===== src/pmc_pkg.sv =====
package pmc_pkg;
	// management frame field widths and port count
	localparam int PHYAD_W = 5;
	localparam int REGAD_W = 5;
	localparam int DATA_W  = 16;
	localparam int NPORTS  = 5;

	// port address window
	localparam logic [4:0] PHYAD_FIRST = 5'h01;
	localparam logic [4:0] PHYAD_LAST  = 5'h05;

	// supported register addresses
	localparam logic [4:0] REG_CTRL    = 5'h00;
	localparam logic [4:0] REG_STATUS  = 5'h01;
	localparam logic [4:0] REG_LAST_LO = 5'h05;
	localparam logic [4:0] REG_1D      = 5'h1d;
	localparam logic [4:0] REG_1F      = 5'h1f;

	// control and status register bit positions
	localparam int CB_RESET    = 15;
	localparam int CB_LOOPBACK = 14;
	localparam int CB_SPEED100 = 13;
	localparam int CB_AN_EN    = 12;
	localparam int CB_PWRDN    = 11;
	localparam int CB_ISOLATE  = 10;
	localparam int CB_AN_RST   = 9;
	localparam int CB_FULLDUP  = 8;
	localparam int SB_LINK     = 2;

	// reset values and write mask
	localparam logic [15:0] CTRL_RESET   = 16'h3000;
	localparam logic [15:0] CTRL_WR_MASK = 16'hff00;
	localparam logic [15:0] STATUS_FIXED = 16'h7808;

	// spi map: port p at base SPI_BASE + 0x20*(p-1), register at offset
	localparam logic [7:0] SPI_BASE = 8'h20;

	// soft reset duration in clock cycles
	localparam int SRST_CYCLES = 16;

	// frame lengths after preamble
	localparam int FRAME_BITS = 32;

	typedef struct packed {
		logic       wr;
		logic [4:0] port;    // 1..5
		logic [4:0] regad;
		logic [15:0] wdata;
	} pmc_req_t;

	typedef struct packed {
		logic speed100;
		logic an_en;
		logic pwrdn;
		logic isolate;
		logic fulldup;
		logic loopback;
	} pmc_ctl_t;
endpackage : pmc_pkg


===== src/pmc_port_regs.sv =====
`timescale 1ns/10ps
module pmc_port_regs (
	// clock and reset
	input  wire logic              clk_i,
	input  wire logic              rst_i,
	// access
	input  wire logic              we_i,
	input  wire logic [4:0]        regad_i,
	input  wire logic [15:0]       wdata_i,
	input  wire logic              link_up_i,
	output logic      [15:0]       rdata_o,
	// port controls
	output pmc_pkg::pmc_ctl_t      ctl_o,
	output logic                   soft_reset_o,
	output logic                   an_restart_o
);
	typedef struct packed {
		logic [15:0] ctrl;
		logic [4:0]  srst_cnt;
		logic        an_pulse;
	} pmc_preg_t;

	pmc_preg_t st_reg, st_next;

	// control register write, self clearing bits
	always_comb begin
		st_next = st_reg;
		st_next.an_pulse = 1'b0;
		if (st_reg.srst_cnt != 5'h00) begin
			st_next.srst_cnt = st_reg.srst_cnt - 5'h01;
			if (st_reg.srst_cnt == 5'h01) begin
				st_next.ctrl = pmc_pkg::CTRL_RESET;
			end
		end
		if (we_i && regad_i == pmc_pkg::REG_CTRL) begin
			st_next.ctrl = wdata_i & pmc_pkg::CTRL_WR_MASK;
			st_next.ctrl[pmc_pkg::CB_AN_RST] = 1'b0;
			if (wdata_i[pmc_pkg::CB_AN_RST]) begin
				st_next.an_pulse = 1'b1;
			end
			if (wdata_i[pmc_pkg::CB_RESET]) begin
				st_next.srst_cnt = 5'(pmc_pkg::SRST_CYCLES);
			end else begin
				st_next.ctrl[pmc_pkg::CB_RESET] = st_reg.ctrl[pmc_pkg::CB_RESET];
			end
		end
	end

	always_ff @(posedge clk_i) begin
		if (rst_i) begin
			st_reg <= '{ctrl: pmc_pkg::CTRL_RESET, srst_cnt: 5'h00, an_pulse: 1'b0};
		end else begin
			st_reg <= st_next;
		end
	end

	// read mux and controls
	always_comb begin
		rdata_o = 16'h0000;
		case (regad_i)
			pmc_pkg::REG_CTRL:   rdata_o = st_reg.ctrl;
			pmc_pkg::REG_STATUS: begin
				rdata_o = pmc_pkg::STATUS_FIXED;
				rdata_o[pmc_pkg::SB_LINK] = link_up_i;
			end
			default:             rdata_o = 16'h0000;
		endcase
	end

	assign ctl_o.loopback = st_reg.ctrl[pmc_pkg::CB_LOOPBACK];
	assign ctl_o.speed100 = st_reg.ctrl[pmc_pkg::CB_SPEED100];
	assign ctl_o.an_en    = st_reg.ctrl[pmc_pkg::CB_AN_EN];
	assign ctl_o.pwrdn    = st_reg.ctrl[pmc_pkg::CB_PWRDN];
	assign ctl_o.isolate  = st_reg.ctrl[pmc_pkg::CB_ISOLATE];
	assign ctl_o.fulldup  = st_reg.ctrl[pmc_pkg::CB_FULLDUP];
	assign soft_reset_o   = st_reg.ctrl[pmc_pkg::CB_RESET];
	assign an_restart_o   = st_reg.an_pulse;
endmodule : pmc_port_regs


===== src/pmc_phy_mgmt.sv =====
`timescale 1ns/10ps
// Behaviour
// - phy address 1..5 selects ports 1..5
// - only registers 0..5, 0x1d, 0x1f exist
// - same registers reachable over spi map
// - soft reset bit self clears when done
// - loopback bit enables mac loopback
// - speed bit picks 100 or 10
// - autoneg enable bit, resets to one
// - power down bit, resets to zero
// - isolation bit, resets to zero
// - autoneg restart bit pulses restart
// - duplex bit picks full or half
// - status bit 2 shows link up
module pmc_phy_mgmt (
	// clock and reset
	input  wire logic                 clk_i,
	input  wire logic                 rst_i,
	// phy management interface pins
	input  wire logic                 mdc_i,
	input  wire logic                 mdio_i,
	output logic                      mdio_o,
	output logic                      mdio_oe_o,
	// spi side register access, same clock
	input  wire logic                 spi_req_i,
	input  wire logic                 spi_wr_i,
	input  wire logic [7:0]           spi_addr_i,
	input  wire logic [15:0]          spi_wdata_i,
	output logic      [15:0]          spi_rdata_o,
	// port status and controls
	input  wire logic [4:0]           link_up_i,
	output pmc_pkg::pmc_ctl_t [4:0]   port_ctl_o,
	output logic      [4:0]           soft_reset_o,
	output logic      [4:0]           an_restart_o
);
	typedef enum logic [3:0] {
		S_IDLE = 4'b0001,
		S_HDR  = 4'b0010,
		S_RD   = 4'b0100,
		S_WR   = 4'b1000
	} pmc_state_t;

	typedef struct packed {
		pmc_state_t  fsm;
		logic [2:0]  mdc_s;
		logic [1:0]  mdio_s;
		logic [5:0]  ones;
		logic [5:0]  cnt;
		logic [13:0] hdr;
		logic [15:0] sh;
		logic        oe;
		logic [15:0] spi_rd;
	} pmc_st_t;

	pmc_st_t st_reg, st_next;
	logic [4:0]       we;
	logic [15:0]      rd [5];
	logic             mdc_rise;
	logic             bit_in;
	pmc_pkg::pmc_req_t req;
	logic             req_v;
	logic [15:0]      rsel;

	// port decode of a phy address, 0 when outside the window
	function automatic logic [2:0] port_of(input logic [4:0] a);
		if (a >= pmc_pkg::PHYAD_FIRST && a <= pmc_pkg::PHYAD_LAST) begin
			port_of = 3'(a);
		end else begin
			port_of = 3'h0;
		end
	endfunction : port_of

	// register address supported check
	function automatic logic reg_ok(input logic [4:0] r);
		reg_ok = (r <= pmc_pkg::REG_LAST_LO) || (r == pmc_pkg::REG_1D)
			|| (r == pmc_pkg::REG_1F);
	endfunction : reg_ok

	assign mdc_rise = st_reg.mdc_s[1] & ~st_reg.mdc_s[2];
	assign bit_in   = st_reg.mdio_s[1];

	// access source: spi wins when both arrive in one cycle
	always_comb begin
		req   = '0;
		req_v = 1'b0;
		if (spi_req_i) begin
			req.wr    = spi_wr_i;
			req.port  = 5'({2'h0, spi_addr_i[7:5]} + 5'h01 - 5'(pmc_pkg::SPI_BASE >> 5));
			req.regad = spi_addr_i[4:0];
			req.wdata = spi_wdata_i;
			req_v     = spi_addr_i >= pmc_pkg::SPI_BASE;
		end else begin
			req.wr    = st_reg.fsm == S_WR && st_reg.cnt == 6'd16 && mdc_rise;
			req.port  = st_reg.hdr[9:5];
			req.regad = st_reg.hdr[4:0];
			req.wdata = {st_reg.sh[14:0], bit_in};
			req_v     = 1'b1;
		end
	end

	// per port register banks
	for (genvar p = 0; p < pmc_pkg::NPORTS; p++) begin : g_port
		assign we[p] = req_v && req.wr && reg_ok(req.regad)
			&& port_of(req.port) == 3'(p + 1);
		pmc_port_regs u_regs (
			.clk_i        (clk_i),
			.rst_i        (rst_i),
			.we_i         (we[p]),
			.regad_i      (req.regad),
			.wdata_i      (req.wdata),
			.link_up_i    (link_up_i[p]),
			.rdata_o      (rd[p]),
			.ctl_o        (port_ctl_o[p]),
			.soft_reset_o (soft_reset_o[p]),
			.an_restart_o (an_restart_o[p])
		);
	end

	// read select, zero for unmapped addresses
	always_comb begin
		rsel = 16'h0000;
		if (req_v && reg_ok(req.regad) && port_of(req.port) != 3'h0) begin
			rsel = rd[port_of(req.port) - 3'h1];
		end
	end

	// management frame engine, sampled on mdc rising edges
	always_comb begin
		st_next        = st_reg;
		st_next.mdc_s  = {st_reg.mdc_s[1:0], mdc_i};
		st_next.mdio_s = {st_reg.mdio_s[0], mdio_i};
		if (spi_req_i && !spi_wr_i) begin
			st_next.spi_rd = rsel;
		end
		if (mdc_rise) begin
			case (st_reg.fsm)
				S_IDLE: begin
					st_next.ones = bit_in ? ((st_reg.ones == 6'd32) ? 6'd32
						: st_reg.ones + 6'd1) : 6'd0;
					if (!bit_in && st_reg.ones == 6'd32) begin
						st_next.fsm = S_HDR;
						st_next.cnt = 6'd0;
						st_next.hdr = 14'h0000;
					end
				end
				S_HDR: begin
					// first turnaround bit is not shifted in, so hdr[9:5] stays the address
					if (st_reg.cnt != 6'd13) begin
						st_next.hdr = {st_reg.hdr[12:0], bit_in};
					end
					st_next.cnt = st_reg.cnt + 6'd1;
					if (st_reg.cnt == 6'd13) begin
						st_next.cnt = 6'd0;
						st_next.ones = 6'd0;
						if (st_reg.hdr[12] == 1'b1 && st_reg.hdr[11:10] == 2'b10) begin
							st_next.fsm = S_RD;
							st_next.oe  = 1'b1;               // drive the turnaround zero
							st_next.sh  = 16'h0000;
						end else if (st_reg.hdr[12] == 1'b1
							&& st_reg.hdr[11:10] == 2'b01) begin
							st_next.fsm = S_WR;
						end else begin
							st_next.fsm = S_IDLE;
						end
					end
				end
				S_RD: begin
					st_next.cnt = st_reg.cnt + 6'd1;
					if (st_reg.cnt == 6'd0) begin
						st_next.sh = rsel;                    // msb out before the host samples
					end else begin
						st_next.sh = {st_reg.sh[14:0], 1'b0};
					end
					if (st_reg.cnt == 6'd16) begin
						st_next.oe  = 1'b0;                   // release after the last data bit
						st_next.fsm = S_IDLE;
					end
				end
				S_WR: begin
					st_next.cnt = st_reg.cnt + 6'd1;
					if (st_reg.cnt >= 6'd1) begin
						st_next.sh = {st_reg.sh[14:0], bit_in};
					end
					if (st_reg.cnt == 6'd16) begin
						st_next.fsm = S_IDLE;
					end
				end
				default: st_next.fsm = S_IDLE;
			endcase
		end
	end

	always_ff @(posedge clk_i) begin
		if (rst_i) begin
			st_reg <= '{fsm: S_IDLE, default: '0};
		end else begin
			st_reg <= st_next;
		end
	end

	assign mdio_o      = st_reg.sh[15];
	assign mdio_oe_o   = st_reg.oe;
	assign spi_rdata_o = st_reg.spi_rd;
endmodule : pmc_phy_mgmt


===== config.mk =====
export PLATFORM = sky130hd
export DESIGN_NAME = pmc_phy_mgmt
export DESIGN_NICKNAME = d
export VERILOG_FILES = /design/src/pmc_pkg.sv /design/src/pmc_port_regs.sv /design/src/pmc_phy_mgmt.sv
export SDC_FILE = /design/constraint.sdc
export NUM_CORES = 1
export LEC_CHECK = 0
export ABC_AREA = 1
export BUFFER_PORTS_ARGS = -buffer_cell sky130_fd_sc_hd__buf_2
export CAP_MARGIN = 25
export CELL_PAD_IN_SITES_DETAIL_PLACEMENT = 0
export CELL_PAD_IN_SITES_GLOBAL_PLACEMENT = 1
export CORE_MARGIN = 3
export CORE_UTILIZATION = 43
export CTS_BUF_LIST = sky130_fd_sc_hd__clkbuf_4
export DETAILED_ROUTE_END_ITERATION = 6
export PLACE_DENSITY_LB_ADDON = 0.1
export SLEW_MARGIN = 20
export SYNTH_ARGS = -nofsm -noshare
export SYNTH_HDL_FRONTEND = slang
export SYNTH_SLANG_ARGS = --single-unit

===== constraint.sdc =====
create_clock -name clk_i -period 3.9 [get_ports clk_i]
set_input_delay 0.78 -clock clk_i [delete_from_list [all_inputs] [get_ports clk_i]]
set_output_delay 0.78 -clock clk_i [all_outputs]
set_load 0.05 [all_outputs]

# ---- Word-level counts from Yosys, hierarchy flattened
# Index checks and enable logic that the tools add are counted.
dict set report word_totals {
  register_bits 132
  input_bits 35
}
dict set report classes {
  addsub 10
  magnitude_cmp 6
  eq_ne 35
  n_mux 56
  bitwise 8
  reduce_logical 69
}
# op n
set ops {}
lappend ops {{2-to-1 mux 16 bit} 10}
lappend ops {{one-hot mux 16 bit (2 select lines)} 5}
lappend ops {{2-to-1 mux 22 bit} 5}
lappend ops {{2-to-1 mux 21 bit} 5}
lappend ops {{binary-select mux 16 bit (select 3 bit)} 1}
lappend ops {{one-hot mux 16 bit (3 select lines)} 1}
lappend ops {{2-to-1 mux 17 bit} 2}
lappend ops {{== test 5 x 1 -> 1 bit, second input constant} 6}
lappend ops {{2-to-1 mux 27 bit} 1}
lappend ops {{one-hot mux 13 bit (2 select lines)} 1}
lappend ops {{2-to-1 mux 5 bit} 5}
lappend ops {{nonzero test 5 bit} 5}
lappend ops {{subtractor 5 x 1 -> 5 bit, second input constant} 5}
lappend ops {{nonzero test 2 bit} 12}
lappend ops {{logical AND 1 bit} 21}
lappend ops {{AND reduction 3 bit} 7}
lappend ops {{2-to-1 mux 20 bit} 1}
lappend ops {{2-to-1 mux 4 bit} 5}
lappend ops {{!= test 2 bit, second input constant} 10}
lappend ops {{one-hot mux 6 bit (3 select lines)} 1}
lappend ops {{2-to-1 mux 13 bit} 1}
lappend ops {{adder 6 x 1 -> 6 bit, second input constant} 2}
lappend ops {{2-to-1 mux 12 bit} 1}
lappend ops {{2-to-1 mux 6 bit} 2}
lappend ops {{other kinds (40)} 69}

# ---- Longest topological paths before layout
# Gate-level depths: netlist of the first run.
dict set report logic_depth {
  word_depth 18
  ltp_mapped 18
  depth_no_buf 16
}

# ---- By module
# From an unflattened synthesis of the first run, not the netlist that was laid out.
dict set report unflattened {
  hier_cells 1316
  hier_area_um2 8793.4
}
# module n_inst cells_per_inst area_each_um2 seq_area_each_um2
set by_module_without_submodules {}
lappend by_module_without_submodules {pmc_phy_mgmt 1 764 4680.7 1341.3}
lappend by_module_without_submodules {{pmc_port_regs (g_port[0].u_regs ...)} 4 110 817.0 260.2}
lappend by_module_without_submodules {{pmc_port_regs (g_port[4].u_regs)} 1 112 844.6 260.2}

# ---- Least setup slack after synthesis of the first run
# OpenSTA, ideal clock, no wires.
dict set report synth_path {
  kind {input -> register}
  startpoint {input spi_req_i}
  endpoint {register st_reg[28] in the netlist's numbering}
  setup_time_ps 70
  t_arrival_ps 2851
  required_ps 3830
  path_slack_ps 979
  stages 16
  path_buffers 3
  cell_sequence {buf_6 > nand2_1 > nand2_2 > nand2_4 > clkbuf_1 > nand2_1 > inv_1 > nand2_1 > ha_1 > clkbuf_1 > inv_1 > nand3_1 > nand3_1 > nand2_1 > nand3_1 > a21oi_1}
}
dict set report synth_via {
  elab_chain_cells 13
}
# element line_no
set synth_lines {}
lappend synth_lines {{from (decl)} pmc_phy_mgmt.sv:25} ;# input wire logic spi_req_i,
lappend synth_lines {{2-to-1 mux 27 bit} pmc_phy_mgmt.sv:86} ;# if (spi_req_i) begin
lappend synth_lines {{greater-or-equal comparator 5 x 1 -> 1 bit / <= comparator 5 x 3 -> 1 bit (equally long branches)} pmc_phy_mgmt.sv:66} ;# if (a >= pmc_pkg::PHYAD_FIRST && a <= pmc_pkg::PHYAD_LAST) begin
lappend synth_lines {{logical AND 1 bit} pmc_phy_mgmt.sv:66}
lappend synth_lines {{2-to-1 mux 3 bit} pmc_phy_mgmt.sv:66}
lappend synth_lines {{2-to-1 mux 3 bit} pmc_phy_mgmt.sv:122} ;# if (req_v && reg_ok(req.regad) && port_of(req.port) != 3'h0) begin
lappend synth_lines {{subtractor 3 x 1 -> 3 bit} pmc_phy_mgmt.sv:123} ;# rsel = rd[port_of(req.port) - 3'h1];
lappend synth_lines {{NOT 3 -> 4 bit (implied by the code)} pmc_phy_mgmt.sv:123}
lappend synth_lines {{binary-select mux 16 bit (select 3 bit)} pmc_phy_mgmt.sv:123}
lappend synth_lines {{2-to-1 mux 16 bit (implied by the code) (2 in series)} pmc_phy_mgmt.sv:123}
lappend synth_lines {{2-to-1 mux 16 bit (*)} pmc_phy_mgmt.sv:122}
lappend synth_lines {{2-to-1 mux 16 bit (*)} pmc_phy_mgmt.sv:169} ;# if (st_reg.cnt == 6'd0) begin
lappend synth_lines {{one-hot mux 16 bit (3 select lines) (*)} pmc_phy_mgmt.sv:136} ;# case (st_reg.fsm)
lappend synth_lines {{to (signal assigned)} pmc_phy_mgmt.sv:197} ;# st_reg <= st_next;
lappend synth_lines {{to (decl)} pmc_phy_mgmt.sv:55} ;# pmc_st_t st_reg, st_next;
# Mark *: on every way between the ends. The rest lies on a longest branch, timed or not. The select of a mux whose other input is x is not followed.
# A chain may end at the register's enable or synchronous reset.

# ---- Worst setup path after layout of the first run
# Same ends and word-level chain as after synthesis.

==> metrics.txt, run 1 <==
# TYPE chip_impl_metric gauge
chip_impl_metric{name="drt-wirelength-per-cell",unit="µm"} 14.7
chip_impl_metric{name="finalHoldWorstSlack",unit="ps"} 411
chip_impl_metric{name="timing.max_slew.rel_slack",unit=""} 0.329
chip_impl_metric{name="clock_sinks",unit=""} 125
chip_impl_metric{name="synthCells",unit=""} 997
chip_impl_info{name="status",value="completed"} 1
chip_impl_metric{name="antenna_found_initial",unit=""} 0
chip_impl_metric{name="fp-row-count",unit=""} 45
chip_impl_metric{name="clk_path_buf_depth",unit=""} 2
chip_impl_info{name="cts_root_buf",value="sky130_fd_sc_hd__clkbuf_4"} 1
chip_impl_metric{name="first_pass_grt_wire_length",unit="µm"} 29000
chip_impl_info{name="startpoint_type_of_the_worst_setup_path",value="primary input"} 1
chip_impl_metric{name="grtUsageTotal",unit=""} 0.204
chip_impl_metric{name="drt_first_pass_iters",unit=""} 4
chip_impl_metric{name="max_freq",unit="MHz"} 365
chip_impl_metric{name="design.die.area",unit="µm²"} 17800
chip_impl_metric{name="critPathRequiredTime",unit="ps"} 4360
chip_impl_metric{name="seq_area_frac_synth",unit=""} 0.358
chip_impl_info{name="largest_family_of_logic_cells_by_synthesized_area",value="simple AND/OR/NAND/NOR gates"} 1
chip_impl_metric{name="clock-skew-final",unit="ps"} 14.8
chip_impl_metric{name="viasPerCell",unit=""} 5.05
chip_impl_metric{name="cts.htree.levels",unit=""} 4
chip_impl_metric{name="synth_cell_type_count",unit=""} 43
chip_impl_metric{name="place_congestion",unit=""} 0.836
chip_impl_metric{name="io-pin-count",unit=""} 93
chip_impl_metric{name="yosys_warnings",unit=""} 0
chip_impl_metric{name="grt-ovfl-total",unit=""} 0
chip_impl_metric{name="fin_crit",unit="ps"} 2740
chip_impl_metric{name="grt_pass1_vias",unit=""} 5627
chip_impl_metric{name="postCtsSetupRepairBufs",unit=""} 0
chip_impl_metric{name="largest_register_ffs",unit=""} 45
chip_impl_info{name="tritoncts",value="yes"} 1
chip_impl_metric{name="cts-buffers-inserted",unit=""} 17
chip_impl_metric{name="postSynthRegisterBits",unit=""} 125
chip_impl_metric{name="1st_iter_drt_viols",unit=""} 441
chip_impl_metric{name="worstSkewPairLatency",unit="ps"} 540
chip_impl_metric{name="area_delta_synth_final",unit="%"} 5.39
chip_impl_metric{name="ff2ff_path_depth",unit=""} 11
chip_impl_metric{name="finalCritPeriodShare",unit=""} 0.702
chip_impl_metric{name="detail_route.drc_violations",unit=""} 0
chip_impl_info{name="worst_hold_path_class",value="flip-flop to flip-flop"} 1
chip_impl_metric{name="post_synth.cell_area_avg",unit="µm²"} 7.01
chip_impl_metric{name="wl",unit="µm"} 18200
chip_impl_metric{name="worstMarginPinSlew",unit="ps"} 997
chip_impl_metric{name="die_y",unit="µm"} 133
chip_impl_metric{name="peakVddDrop",unit="µV"} 338
chip_impl_info{name="timing.setup.critical_path_class",value="primary input to flip-flop"} 1
chip_impl_metric{name="postCtsResizedCells",unit=""} 0
chip_impl_metric{name="hold_viol_final",unit=""} 0
chip_impl_metric{name="grt_max_degree",unit=""} 62
chip_impl_info{name="synth_top_cells_by_area",value="sky130_fd_sc_hd__dfxtp_1, sky130_fd_sc_hd__nand2_1, sky130_fd_sc_hd__nand3_1"} 1
chip_impl_metric{name="synth_compound_gate_area_share",unit=""} 0.118
chip_impl_metric{name="final_number_of_setup_violating_endpoints",unit=""} 0
chip_impl_metric{name="post_synth_mux_area_share",unit=""} 0
chip_impl_metric{name="post_synthesis_share_of_cell_area_spent_on_full_adders_half_adders_and_majority_gates",unit=""} 0.0358
chip_impl_metric{name="final_nets",unit=""} 1073
chip_impl_metric{name="leakage",unit="nW"} 3.44
chip_impl_metric{name="hold-path-cell-count",unit=""} 2
chip_impl_metric{name="buffer_ports.inserted",unit=""} 77
chip_impl_metric{name="cp_max_fo",unit=""} 21
chip_impl_metric{name="routed-via-count",unit=""} 6270
chip_impl_metric{name="finalSetupTns",unit="ps"} 0
chip_impl_metric{name="pwr_density_cell",unit="nW/µm²"} 459
chip_impl_info{name="synth_top_cell_by_area",value="sky130_fd_sc_hd__dfxtp_1"} 1
chip_impl_metric{name="floorplan.die.width",unit="µm"} 133
chip_impl_metric{name="finalMaxSlewViolations",unit=""} 0
chip_impl_metric{name="clock_transition_time_at_the_flip_flop_clock_pins_of_the_worst_setup_and_hold_paths",unit="ps"} 110
chip_impl_metric{name="cts_hold_buf",unit=""} 0
chip_impl_metric{name="coreArea",unit="µm²"} 15500
chip_impl_metric{name="async_flop_share",unit=""} 0
chip_impl_metric{name="floorplan.initialDensity",unit=""} 0.449
chip_impl_info{name="grt_setup_unrepaired",value="false"} 1
chip_impl_info{name="synthFlopType",value="sky130_fd_sc_hd__dfxtp_1"} 1
chip_impl_metric{name="post_synth_and_or_nand_nor_area_fraction",unit=""} 0.315
chip_impl_metric{name="cap_viol_max_count",unit=""} 0
chip_impl_info{name="worst_setup_path_end_kind",value="flip-flop"} 1
chip_impl_metric{name="syn_area",unit="µm²"} 6980
chip_impl_metric{name="synth-edff-count",unit=""} 0
chip_impl_metric{name="share_of_yosys_cell_area_claimed_by_the_top_area_cell_type",unit=""} 0.358
chip_impl_metric{name="share_of_post_route_cells_with_drive_strength_above_1",unit=""} 0.146
chip_impl_metric{name="antenna_violating_nets_post_route",unit=""} 0
chip_impl_metric{name="yosys.area_share.xor_xnor",unit=""} 0.0176
chip_impl_metric{name="hpwlAfterDp",unit="µm"} 13200
chip_impl_metric{name="worstPathArrival",unit="ps"} 3200
[kinds of logic (layout without fill, tap and decap cells)]
group / count (synthesis) / count (layout)
flops: 125 / 125
compound gates: 159 / 159
xor+xnor: 14 / 14
buf+inv: 214 / 240
fa+ha+maj: 20 / 20
other cells: 1 / 8
simple gates: 464 / 464
[synthesized netlist by cell type (2+ instances only)]
master	n
sky130_fd_sc_hd__nand3_1	119
sky130_fd_sc_hd__a21oi_1	99
sky130_fd_sc_hd__o21ai_0	43
sky130_fd_sc_hd__xnor2_1	3
sky130_fd_sc_hd__nand2_2	5
sky130_fd_sc_hd__buf_4	59
sky130_fd_sc_hd__inv_2	2
sky130_fd_sc_hd__nand3_2	2
sky130_fd_sc_hd__nand4_2	2
sky130_fd_sc_hd__inv_1	120
sky130_fd_sc_hd__nand2_1	206
sky130_fd_sc_hd__nor2_4	3
sky130_fd_sc_hd__o2111ai_1	2
sky130_fd_sc_hd__nor2_2	3
sky130_fd_sc_hd__nand3_4	2
sky130_fd_sc_hd__buf_6	6
sky130_fd_sc_hd__dfxtp_1	125
sky130_fd_sc_hd__nand3b_1	2
sky130_fd_sc_hd__nand2_4	3
sky130_fd_sc_hd__or2_2	5
sky130_fd_sc_hd__o21ai_1	6
sky130_fd_sc_hd__ha_1	20
sky130_fd_sc_hd__o21ai_2	2
sky130_fd_sc_hd__nor3_4	3
sky130_fd_sc_hd__xor2_1	11
sky130_fd_sc_hd__nor3_1	19
sky130_fd_sc_hd__clkbuf_1	20
sky130_fd_sc_hd__buf_2	6
sky130_fd_sc_hd__nand4_1	37
sky130_fd_sc_hd__nor2_1	49
[cells in the final DEF (no fill, tap or decap), types with 3 or more instances in the layout]
master                     synthesis  final
sky130_fd_sc_hd__nand3_1         119    119
sky130_fd_sc_hd__nor3_1           19     19
sky130_fd_sc_hd__buf_2             6     77
sky130_fd_sc_hd__inv_1           120    120
sky130_fd_sc_hd__nand2_4           3      3
sky130_fd_sc_hd__nand2_2           5      5
sky130_fd_sc_hd__nor3_4            3      3
sky130_fd_sc_hd__buf_4            59     10
sky130_fd_sc_hd__conb_1            1      7
sky130_fd_sc_hd__nand2_1         206    206
sky130_fd_sc_hd__a21oi_1          99     99
sky130_fd_sc_hd__clkbuf_4          0     20
sky130_fd_sc_hd__dfxtp_1         125    125
sky130_fd_sc_hd__nor2_4            3      3
sky130_fd_sc_hd__or2_2             5      5
sky130_fd_sc_hd__nor2_2            3      3
sky130_fd_sc_hd__nand4_1          37     37
sky130_fd_sc_hd__o21ai_0          43     43
sky130_fd_sc_hd__xnor2_1           3      3
sky130_fd_sc_hd__xor2_1           11     11
sky130_fd_sc_hd__o21ai_1           6      6
sky130_fd_sc_hd__nor2_1           49     49
sky130_fd_sc_hd__ha_1             20     20
sky130_fd_sc_hd__clkinv_2          0      7
[stage by stage]
| step | cells | cell area (µm²) | utilization | power (W) | setup slack (ps) |
|---|---|---|---|---|---|
| CTS | 1240 | 7360 | 0.474 | 0.00342 | 1240 |
| finish | 1241 | 7360 | 0.474 | 0.00338 | 1160 |
| global route | 1240 | 7360 | 0.474 | 0.00364 | 910 |
| floorplan | 1003 | 7010 | - | 0.00244 | 979 |
| global placement | 1209 | 7120 | 0.458 | 0.00261 | 654 |
| detailed placement | 1210 | 7130 | 0.459 | 0.00261 | 660 |
[power by group]
| part | switching [W] | internal [W] | leakage, nW |
|---|---|---|---|
| sequential | 0.000105 | 0.00141 | 1.02 |
| clock | 0.000473 | 0.000320 | 0.135 |
| combinational | 0.000707 | 0.000364 | 2.28 |
| total | 0.00128 | 0.00209 | 3.44 |
[worst max-delay path: stages]
cell                      delay (ps)
sky130_fd_sc_hd__buf_2           110
sky130_fd_sc_hd__buf_4           200
sky130_fd_sc_hd__nand2_1          80
sky130_fd_sc_hd__nand2_1         100
sky130_fd_sc_hd__nand2_4         230
sky130_fd_sc_hd__nand2_1          80
sky130_fd_sc_hd__inv_1            60
sky130_fd_sc_hd__nand2_1         100
sky130_fd_sc_hd__ha_1            570
sky130_fd_sc_hd__inv_1           240
sky130_fd_sc_hd__nand3_1         150
sky130_fd_sc_hd__nand3_1         140
sky130_fd_sc_hd__nand2_1         130
sky130_fd_sc_hd__nand3_1          90
sky130_fd_sc_hd__a21oi_1         130
[cell type report]
type,instances,area (µm²)
fillers,1696,8180
flip-flops and latches,125,2500
repair buffers,88,480
clock inverters,10,76.3
diodes,1,2.50
well taps,211,264
clock buffers,20,150
multi-input cells,664,3430
inverters,122,458
[layer usage]
metal | up-vias | routed length [µm] | part of all wire | GRT usage
met1 | 2862 | 8960 | 0.49 | 0.289
li1 | 3259 | - | - | -
met5 | - | 0 | 0 | 0
met4 | 0 | 226 | 0.012 | 0.0560
met2 | 136 | 8180 | 0.45 | 0.312
met3 | 13 | 861 | 0.047 | 0.0487
[final timing paths]
kind                                  start  slack (ps)                   endpoint
worst max-delay path              spi_req_i        1160                 st_reg[28]
worst min register to register  st_next[60]         410                     bit_in
worst max register to register   st_reg[47]        1340  g_port[0].u_regs.ctl_o[4]
worst min-delay path            st_next[60]         410                     bit_in
(Power assumes the default switching activity.)
==> run 2, diff against run 1 <==
ABC_AREA = 0   (was 1)
CORE_UTILIZATION = 40   (was 43)
clock period = 2.28 ns   (was 3.9 ns; I/O delays follow)
==> run 2 against run 1 <==
Against the previous run:
- largest cell class unchanged
- sequential power is 65% higher
- count of clock-buffer cells in the layout is 2 lower
- non-clock buffer count is 95 higher
- critical endpoint is now st_reg[27]
- flip-flop and latch count stayed put
- routed wire length is 7.5% higher
- global-route usage is 0.71 points higher
- utilization is 5.0 points higher
- the run now ends with negative setup slack left
- first-iteration DRC count is 8.2% lower
- combinational power is 56% higher
- register-to-register slack worse by 1800 ps
- via count is 1.9% lower
- design area is 15% higher
==> metrics.txt, run 2 <==
# TYPE chip_impl_metric gauge
chip_impl_metric{name="antenna_violating_nets_post_route",unit=""} 0
chip_impl_metric{name="share_of_post_route_cells_with_drive_strength_above_1",unit=""} 0.333
chip_impl_metric{name="coreArea",unit="µm²"} 16200
chip_impl_metric{name="p_sw",unit="W"} 0.00202
chip_impl_metric{name="buffer_ports.inserted",unit=""} 77
chip_impl_metric{name="detail_route.drc_violations",unit=""} 0
chip_impl_metric{name="timing.max_slew.rel_slack",unit=""} 0.633
chip_impl_metric{name="grtUsageTotal",unit=""} 0.211
chip_impl_info{name="worst_hold_path_class",value="primary input to flip-flop"} 1
chip_impl_metric{name="total_power",unit="W"} 0.00575
chip_impl_metric{name="yosys_warnings",unit=""} 0
chip_impl_metric{name="worst-r2r-setup-slack",unit="ps"} -510
chip_impl_info{name="status",value="complete, but fails checks"} 1
chip_impl_info{name="synth.top_cells.by_count",value="sky130_fd_sc_hd__dfxtp_1, sky130_fd_sc_hd__nand2_1, sky130_fd_sc_hd__nor2_1"} 1
chip_impl_metric{name="finalSetupTns",unit="ps"} -7730
chip_impl_metric{name="finalCritPeriodShare",unit=""} 1.22
chip_impl_metric{name="power.internal",unit="W"} 0.00373
chip_impl_metric{name="hold_viol_final",unit=""} 0
chip_impl_info{name="synth_top_cell_by_area",value="sky130_fd_sc_hd__dfxtp_1"} 1
chip_impl_metric{name="peakVddDrop",unit="µV"} 508
chip_impl_metric{name="grt_max_degree",unit=""} 38
chip_impl_metric{name="synth-edff-count",unit=""} 0
chip_impl_metric{name="share_of_yosys_cell_area_claimed_by_the_top_area_cell_type",unit=""} 0.372
chip_impl_metric{name="cp_max_fo",unit=""} 3
chip_impl_metric{name="largest_register_ffs",unit=""} 45
chip_impl_metric{name="drt_first_pass_iters",unit=""} 5
chip_impl_metric{name="grt_pass1_vias",unit=""} 5960
chip_impl_info{name="whs_endpoint",value="st_next[62]"} 1
chip_impl_metric{name="worstSkewPairLatency",unit="ps"} 560
chip_impl_info{name="synth_most_common_cell",value="sky130_fd_sc_hd__dfxtp_1"} 1
chip_impl_metric{name="async_flop_share",unit=""} 0
chip_impl_metric{name="place_congestion",unit=""} 0.924
chip_impl_info{name="synthFlopType",value="sky130_fd_sc_hd__dfxtp_1"} 1
chip_impl_metric{name="clock_transition_time_at_the_flip_flop_clock_pins_of_the_worst_setup_and_hold_paths",unit="ps"} 120
chip_impl_metric{name="antenna_found_initial",unit=""} 1
chip_impl_info{name="grt_setup_unrepaired",value="true"} 1
chip_impl_metric{name="area.sequential",unit="µm²"} 2500
chip_impl_metric{name="ff2ff_path_depth",unit=""} 13
chip_impl_metric{name="routed-via-count",unit=""} 6154
chip_impl_metric{name="synth_cell_type_count",unit=""} 73
chip_impl_metric{name="io-pin-count",unit=""} 93
chip_impl_info{name="worst_r2r_startpoint",value="st_reg[40]"} 1
chip_impl_metric{name="fp-row-count",unit=""} 46
chip_impl_metric{name="worstMarginPinSlew",unit="ps"} 550
chip_impl_metric{name="synthCells",unit=""} 813
chip_impl_metric{name="clock-skew-final",unit="ps"} 18.1
chip_impl_metric{name="clk_path_buf_depth",unit=""} 2
chip_impl_metric{name="drt-wirelength-per-cell",unit="µm"} 16.9
chip_impl_metric{name="1st_iter_drt_viols",unit=""} 405
chip_impl_metric{name="switching_share",unit=""} 0.352
chip_impl_info{name="layout_common_cells",value="sky130_fd_sc_hd__dfxtp_1, sky130_fd_sc_hd__nand2_1, sky130_fd_sc_hd__buf_4"} 1
chip_impl_metric{name="viasPerCell",unit=""} 5.32
chip_impl_info{name="startpoint_type_of_the_worst_setup_path",value="flip-flop"} 1
chip_impl_metric{name="finalWorstSetupSlack",unit="ps"} -507
chip_impl_metric{name="die_y",unit="µm"} 136
chip_impl_metric{name="floorplan.die.width",unit="µm"} 136
chip_impl_metric{name="fillerInstances",unit=""} 1547
chip_impl_metric{name="place_inst",unit=""} 1109
chip_impl_metric{name="syn_area",unit="µm²"} 6740
chip_impl_metric{name="hpwlAfterDp",unit="µm"} 14600
chip_impl_metric{name="cts-buffers-inserted",unit=""} 17
chip_impl_metric{name="seq_area_frac_synth",unit=""} 0.372
chip_impl_metric{name="combPwrFrac",unit=""} 0.290
chip_impl_info{name="tritoncts",value="yes"} 1
chip_impl_metric{name="fin_crit",unit="ps"} 2790
chip_impl_info{name="synth_top_cells_by_area",value="sky130_fd_sc_hd__dfxtp_1, sky130_fd_sc_hd__buf_4, sky130_fd_sc_hd__nand2_1"} 1
chip_impl_metric{name="leakage",unit="nW"} 3.36
chip_impl_metric{name="final_number_of_setup_violating_endpoints",unit=""} 41
chip_impl_metric{name="cap_viol_max_count",unit=""} 0
chip_impl_metric{name="hold-path-cell-count",unit=""} 2
chip_impl_metric{name="critPathRequiredTime",unit="ps"} 2760
chip_impl_metric{name="wl",unit="µm"} 19600
chip_impl_metric{name="first_pass_grt_wire_length",unit="µm"} 30700
chip_impl_metric{name="clock_power_share",unit=""} 0.273
chip_impl_info{name="violations",value="negative setup slack"} 1
chip_impl_metric{name="area_delta_synth_final",unit="%"} 25.7
chip_impl_metric{name="final_nets",unit=""} 982
chip_impl_info{name="cts_root_buf",value="sky130_fd_sc_hd__clkbuf_4"} 1
chip_impl_metric{name="design.die.area",unit="µm²"} 18400
chip_impl_metric{name="postSynthRegisterBits",unit=""} 125
chip_impl_info{name="r2r-end",value="st_reg[27]"} 1
chip_impl_metric{name="clock_sinks",unit=""} 125
chip_impl_metric{name="area_of_combinational_cells_with_multiple_inputs",unit="µm²"} 4040
chip_impl_metric{name="finalHoldWorstSlack",unit="ps"} 105
chip_impl_info{name="hold_path.startpoint",value="mdc_i"} 1
chip_impl_metric{name="floorplan.initialDensity",unit=""} 0.416
chip_impl_info{name="final_common_cell",value="sky130_fd_sc_hd__dfxtp_1"} 1
chip_impl_metric{name="cts.htree.levels",unit=""} 4
chip_impl_metric{name="final-instance-count-excl-fill",unit=""} 1157
chip_impl_metric{name="post_synth.cell_area_avg",unit="µm²"} 8.28
chip_impl_info{name="timing.setup.critical_path_class",value="flip-flop to flip-flop"} 1
chip_impl_metric{name="worstPathArrival",unit="ps"} 3270
chip_impl_metric{name="sequential_share_of_power",unit=""} 0.436
chip_impl_metric{name="finalMaxSlewViolations",unit=""} 0
chip_impl_metric{name="pwr_density_cell",unit="nW/µm²"} 679
chip_impl_metric{name="max_freq",unit="MHz"} 359
chip_impl_metric{name="grt-ovfl-total",unit=""} 0
chip_impl_info{name="worst_setup_path_end_kind",value="flip-flop"} 1
run 2: changes by cell type after synthesis, sizes merged, moves of 10 or more:
cell | previous run | this run
a211oi | 1 | 14
a21o | 1 | 19
a21oi | 99 | 61
a22oi | 0 | 13
inv | 122 | 24
mux2i | 0 | 13
nand2 | 214 | 104
nand3 | 123 | 44
nand3b | 2 | 12
nand4 | 39 | 10
nor2 | 55 | 71
nor2b | 0 | 15
o21ai | 51 | 14
xnor2 | 3 | 17
run 2: repair_timing:
action	CTS	global route
buffers inserted	7	8
gates resized for setup	38	64
hold buffers	0	0
setup endpoints to repair	40	85
pin swaps	18	33
gates cloned	0	1
run 2: stage by stage:
step           area (µm²)  worst slack [ps]  utilization
2_1_floorplan        6870              -437            -
3_3_place_gp         7590              -445        0.470
3_5_place_dp         7590              -505        0.470
4_1_cts              8110              -481        0.502
5_1_grt              8470              -605        0.524
6_report             8470              -507        0.524
run 2: cell families after synthesis:
logic type / after synthesis / share of synthesized area
compound gates: 165 / 0.161
buf+inv: 118 / 0.103
mux: 20 / 0.0327
other cells: 1 / 0.000557
xor+xnor: 26 / 0.0338
simple gates: 338 / 0.260
fa+ha+maj: 20 / 0.0372
flops: 125 / 0.372
run 2: routing by layer:
metal	share of wire	GRT usage	wire length, µm	vias up
li1	-	-	-	3021
met5	0	0	0	-
met4	0.017	0.0694	328	0
met3	0.051	0.0468	995	28
met1	0.47	0.289	9260	2947
met2	0.46	0.332	9020	158
run 2: cell type report:
type | count | area share
diodes | 1 | 0.000296
clock buffers | 18 | 0.0160
clock inverters | 14 | 0.0168
inverters | 24 | 0.0118
multi-input cells | 576 | 0.477
flip-flops and latches | 125 | 0.296
well taps | 216 | 0.0319
repair buffers | 183 | 0.151
run 2: worst max-delay path: stages, from the launching register on:
cell and delay, ps:
sky130_fd_sc_hd__dfxtp_2 340, sky130_fd_sc_hd__or4b_4 530, sky130_fd_sc_hd__o22a_4 220, sky130_fd_sc_hd__buf_4 140, sky130_fd_sc_hd__buf_6 120, sky130_fd_sc_hd__ha_4 170, sky130_fd_sc_hd__inv_2 40, sky130_fd_sc_hd__a211o_1 100
sky130_fd_sc_hd__nand4_1 150, sky130_fd_sc_hd__buf_4 190, sky130_fd_sc_hd__nor4b_2 250, sky130_fd_sc_hd__buf_4 160, sky130_fd_sc_hd__a221oi_2 60, sky130_fd_sc_hd__a211oi_2 240
run 2: worst max path at each step:
stage                  to       start  depth (start not counted)
6_report       st_reg[27]  st_reg[40]                         13
5_1_grt        st_reg[27]  st_reg[40]                         13
4_1_cts        st_reg[19]  st_reg[40]                          9
3_5_place_dp   st_reg[19]  st_reg[40]                          9
3_3_place_gp   st_reg[19]  st_reg[40]                          9
2_1_floorplan  st_reg[19]  st_reg[40]                          9
run 2: power by group through the flow:
stage,sequential [W],clock [W],combinational [W]
2_1_floorplan,0.00253,0,0.00115
3_3_place_gp,0.00255,0,0.00141
3_5_place_dp,0.00256,0,0.00148
4_1_cts,0.00251,0.00162,0.00157
5_1_grt,0.00253,0.00169,0.00185
6_report,0.00251,0.00157,0.00167
==> run 3, diff against run 2 <==
MAX_ROUTING_LAYER = met4   (was not set)
==> run 3 against run 2 <==
Against the previous run:
- the flow still finishes with violations (negative setup slack)
- sequential power about the same
- register-to-register slack improved by 40 ps
- via count shrank 0.24%
- flip-flop and latch count did not move
- fmax up 1.4%
- clock power grew 13%
- first-iteration DRC count up 0.25%
- global-route usage is 0.28 points higher
- design area up 0.71%
==> metrics.txt, run 3 (same netlist as run 2, synthesis figures left out) <==
# TYPE chip_impl_metric gauge
chip_impl_info{name="status",value="complete, but fails checks"} 1
chip_impl_info{name="violations",value="negative setup slack"} 1
chip_impl_info{name="global_route.peak_usage_layer",value="met2"} 1
chip_impl_info{name="hold_path.startpoint",value="mdio_i"} 1
chip_impl_metric{name="wl",unit="µm"} 19300
chip_impl_metric{name="floorplan.initialDensity",unit=""} 0.416
chip_impl_metric{name="viasPerCell",unit=""} 5.32
chip_impl_metric{name="max_freq",unit="MHz"} 364
chip_impl_metric{name="cap_viol_max_count",unit=""} 0
chip_impl_metric{name="leakage",unit="nW"} 3.38
chip_impl_info{name="whs_endpoint",value="st_next[60]"} 1
chip_impl_metric{name="finalWorstSetupSlack",unit="ps"} -470
chip_impl_metric{name="clock_transition_time_at_the_flip_flop_clock_pins_of_the_worst_setup_and_hold_paths",unit="ps"} 110
chip_impl_info{name="timing.setup.critical_path_class",value="flip-flop to flip-flop"} 1
chip_impl_metric{name="routed-via-count",unit=""} 6139
chip_impl_metric{name="clk_path_buf_depth",unit=""} 2
chip_impl_metric{name="largest_register_ffs",unit=""} 45
chip_impl_metric{name="detail_route.drc_violations",unit=""} 0
chip_impl_metric{name="io-pin-count",unit=""} 93
chip_impl_metric{name="antenna_violating_nets_post_route",unit=""} 0
chip_impl_metric{name="grt-ovfl-total",unit=""} 0
chip_impl_info{name="layout_common_cells",value="sky130_fd_sc_hd__dfxtp_1, sky130_fd_sc_hd__nand2_1, sky130_fd_sc_hd__buf_4"} 1
chip_impl_metric{name="die_y",unit="µm"} 136
chip_impl_metric{name="peakVddDrop",unit="µV"} 594
chip_impl_metric{name="antenna_found_initial",unit=""} 0
chip_impl_metric{name="finalSetupTns",unit="ps"} -6120
chip_impl_info{name="worst_setup_path_end_kind",value="flip-flop"} 1
chip_impl_metric{name="gr-usage-met1",unit=""} 0.295
chip_impl_metric{name="worstSkewPairLatency",unit="ps"} 530
chip_impl_metric{name="cts-buffers-inserted",unit=""} 17
chip_impl_metric{name="hpwlAfterDp",unit="µm"} 14100
chip_impl_info{name="tritoncts",value="yes"} 1
chip_impl_metric{name="floorplan.die.width",unit="µm"} 136
chip_impl_info{name="grt_setup_unrepaired",value="true"} 1
chip_impl_metric{name="final_number_of_setup_violating_endpoints",unit=""} 19
chip_impl_metric{name="finalMaxSlewViolations",unit=""} 0
chip_impl_metric{name="timing.max_slew.rel_slack",unit=""} 0.627
chip_impl_metric{name="worst-r2r-setup-slack",unit="ps"} -470
chip_impl_metric{name="critPathRequiredTime",unit="ps"} 2710
chip_impl_metric{name="area_delta_synth_final",unit="%"} 26.6
chip_impl_metric{name="clock-skew-final",unit="ps"} 17.1
chip_impl_metric{name="cp_max_fo",unit=""} 3
chip_impl_metric{name="placedInstanceArea",unit="µm²"} 7590
chip_impl_metric{name="buffer_ports.inserted",unit=""} 77
chip_impl_info{name="final_common_cell",value="sky130_fd_sc_hd__dfxtp_1"} 1
chip_impl_metric{name="ff2ff_path_depth",unit=""} 9
chip_impl_metric{name="grt_use_met3",unit=""} 0.0479
chip_impl_info{name="worst_hold_path_class",value="primary input to flip-flop"} 1
chip_impl_metric{name="finalCritPeriodShare",unit=""} 1.21
chip_impl_info{name="cts_root_buf",value="sky130_fd_sc_hd__clkbuf_4"} 1
chip_impl_metric{name="grt_use_met2",unit=""} 0.325
chip_impl_metric{name="cts.htree.levels",unit=""} 4
chip_impl_metric{name="final-instance-count-excl-fill",unit=""} 1153
chip_impl_metric{name="finalHoldWorstSlack",unit="ps"} 136
chip_impl_metric{name="fp-row-count",unit=""} 46
chip_impl_metric{name="grtUsageTotal",unit=""} 0.214
chip_impl_metric{name="final_nets",unit=""} 978
chip_impl_metric{name="coreArea",unit="µm²"} 16200
chip_impl_metric{name="worstMarginPinSlew",unit="ps"} 559
chip_impl_metric{name="fillerInstances",unit=""} 1585
chip_impl_metric{name="final_area",unit="µm²"} 8530
chip_impl_info{name="worst_r2r_startpoint",value="st_reg[40]"} 1
chip_impl_metric{name="1st_iter_drt_viols",unit=""} 406
chip_impl_metric{name="hold_viol_final",unit=""} 0
chip_impl_metric{name="hold-path-cell-count",unit=""} 2
chip_impl_metric{name="share_of_post_route_cells_with_drive_strength_above_1",unit=""} 0.344
chip_impl_metric{name="worstPathArrival",unit="ps"} 3180
chip_impl_metric{name="grt_pass1_vias",unit=""} 5882
chip_impl_metric{name="drt_first_pass_iters",unit=""} 5
chip_impl_metric{name="total_power",unit="W"} 0.00596
chip_impl_metric{name="grt_max_degree",unit=""} 59
chip_impl_metric{name="design.die.area",unit="µm²"} 18400
chip_impl_info{name="r2r-end",value="st_reg[19]"} 1
chip_impl_metric{name="pwr_density_cell",unit="nW/µm²"} 699
chip_impl_metric{name="first_pass_grt_wire_length",unit="µm"} 30500
chip_impl_metric{name="place_inst",unit=""} 1109
chip_impl_metric{name="fin_crit",unit="ps"} 2750
chip_impl_metric{name="place_congestion",unit=""} 0.927
chip_impl_metric{name="clock_sinks",unit=""} 125
chip_impl_metric{name="drt-wirelength-per-cell",unit="µm"} 16.7
chip_impl_info{name="startpoint_type_of_the_worst_setup_path",value="flip-flop"} 1
run 3: metal layers:
| metal | part of all wire | vias to the layer above |
|---|---|---|
| met5 | 0 | - |
| met2 | 0.46 | 164 |
| met4 | 0.012 | 0 |
| met3 | 0.056 | 21 |
| li1 | - | 3016 |
| met1 | 0.47 | 2938 |
run 3: final cells by class:
cell class	instances	area (µm²)	share of cell area
multi-input combinational	576	4060	0.476
sequential	125	2510	0.294
timing repair buffer	179	1260	0.148
tap	216	270	0.0317
clock inverter	14	194	0.0227
clock buffer	18	135	0.0158
inverter	24	100	0.0117
antenna	1	2.50	0.000293
run 3: per-stage QoR:
stage	utilization	setup slack, ps
final	0.527	-470
after global routing	0.527	-587
after CTS	0.504	-498
after detailed placement	0.470	-487
after global placement	0.470	-417
after floorplan	-	-437
run 3: report_power, final:
part / total, W / internal (W) / switching, W
clock: 0.00177 / 0.000886 / 0.000880
combinational: 0.00168 / 0.000717 / 0.000961
sequential: 0.00251 / 0.00236 / 0.000149
total: 0.00596 / 0.00397 / 0.00199
run 3: what timing repair did:
action,in CTS,in global routing
gates resized for setup,35,77
buffers inserted,5,9
endpoints found under the setup margin,49,83
endpoints found under the hold margin,0,0
cloned,1,1
hold buffers,0,0
pin swaps,24,44
run 3: how the worst max path moves through the flow:
stage               cells past startpoint  startpoint    endpoint
floorplan                               9  st_reg[40]  st_reg[19]
global placement                        9  st_reg[40]  st_reg[19]
detailed placement                      9  st_reg[40]  st_reg[19]
CTS                                     9  st_reg[40]  st_reg[19]
finish                                  9  st_reg[40]  st_reg[19]
global route                            9  st_reg[40]  st_reg[19]
run 3: worst max-delay path, stage by stage (launching register included):
cell and delay, ps:
sky130_fd_sc_hd__dfxtp_2 340, sky130_fd_sc_hd__or4b_4 530, sky130_fd_sc_hd__o22a_4 220, sky130_fd_sc_hd__ha_4 160, sky130_fd_sc_hd__and3b_1 160, sky130_fd_sc_hd__a22o_1 210, sky130_fd_sc_hd__or4b_1 510, sky130_fd_sc_hd__o211ai_1 120
sky130_fd_sc_hd__a21oi_2 100, sky130_fd_sc_hd__a2111oi_2 300
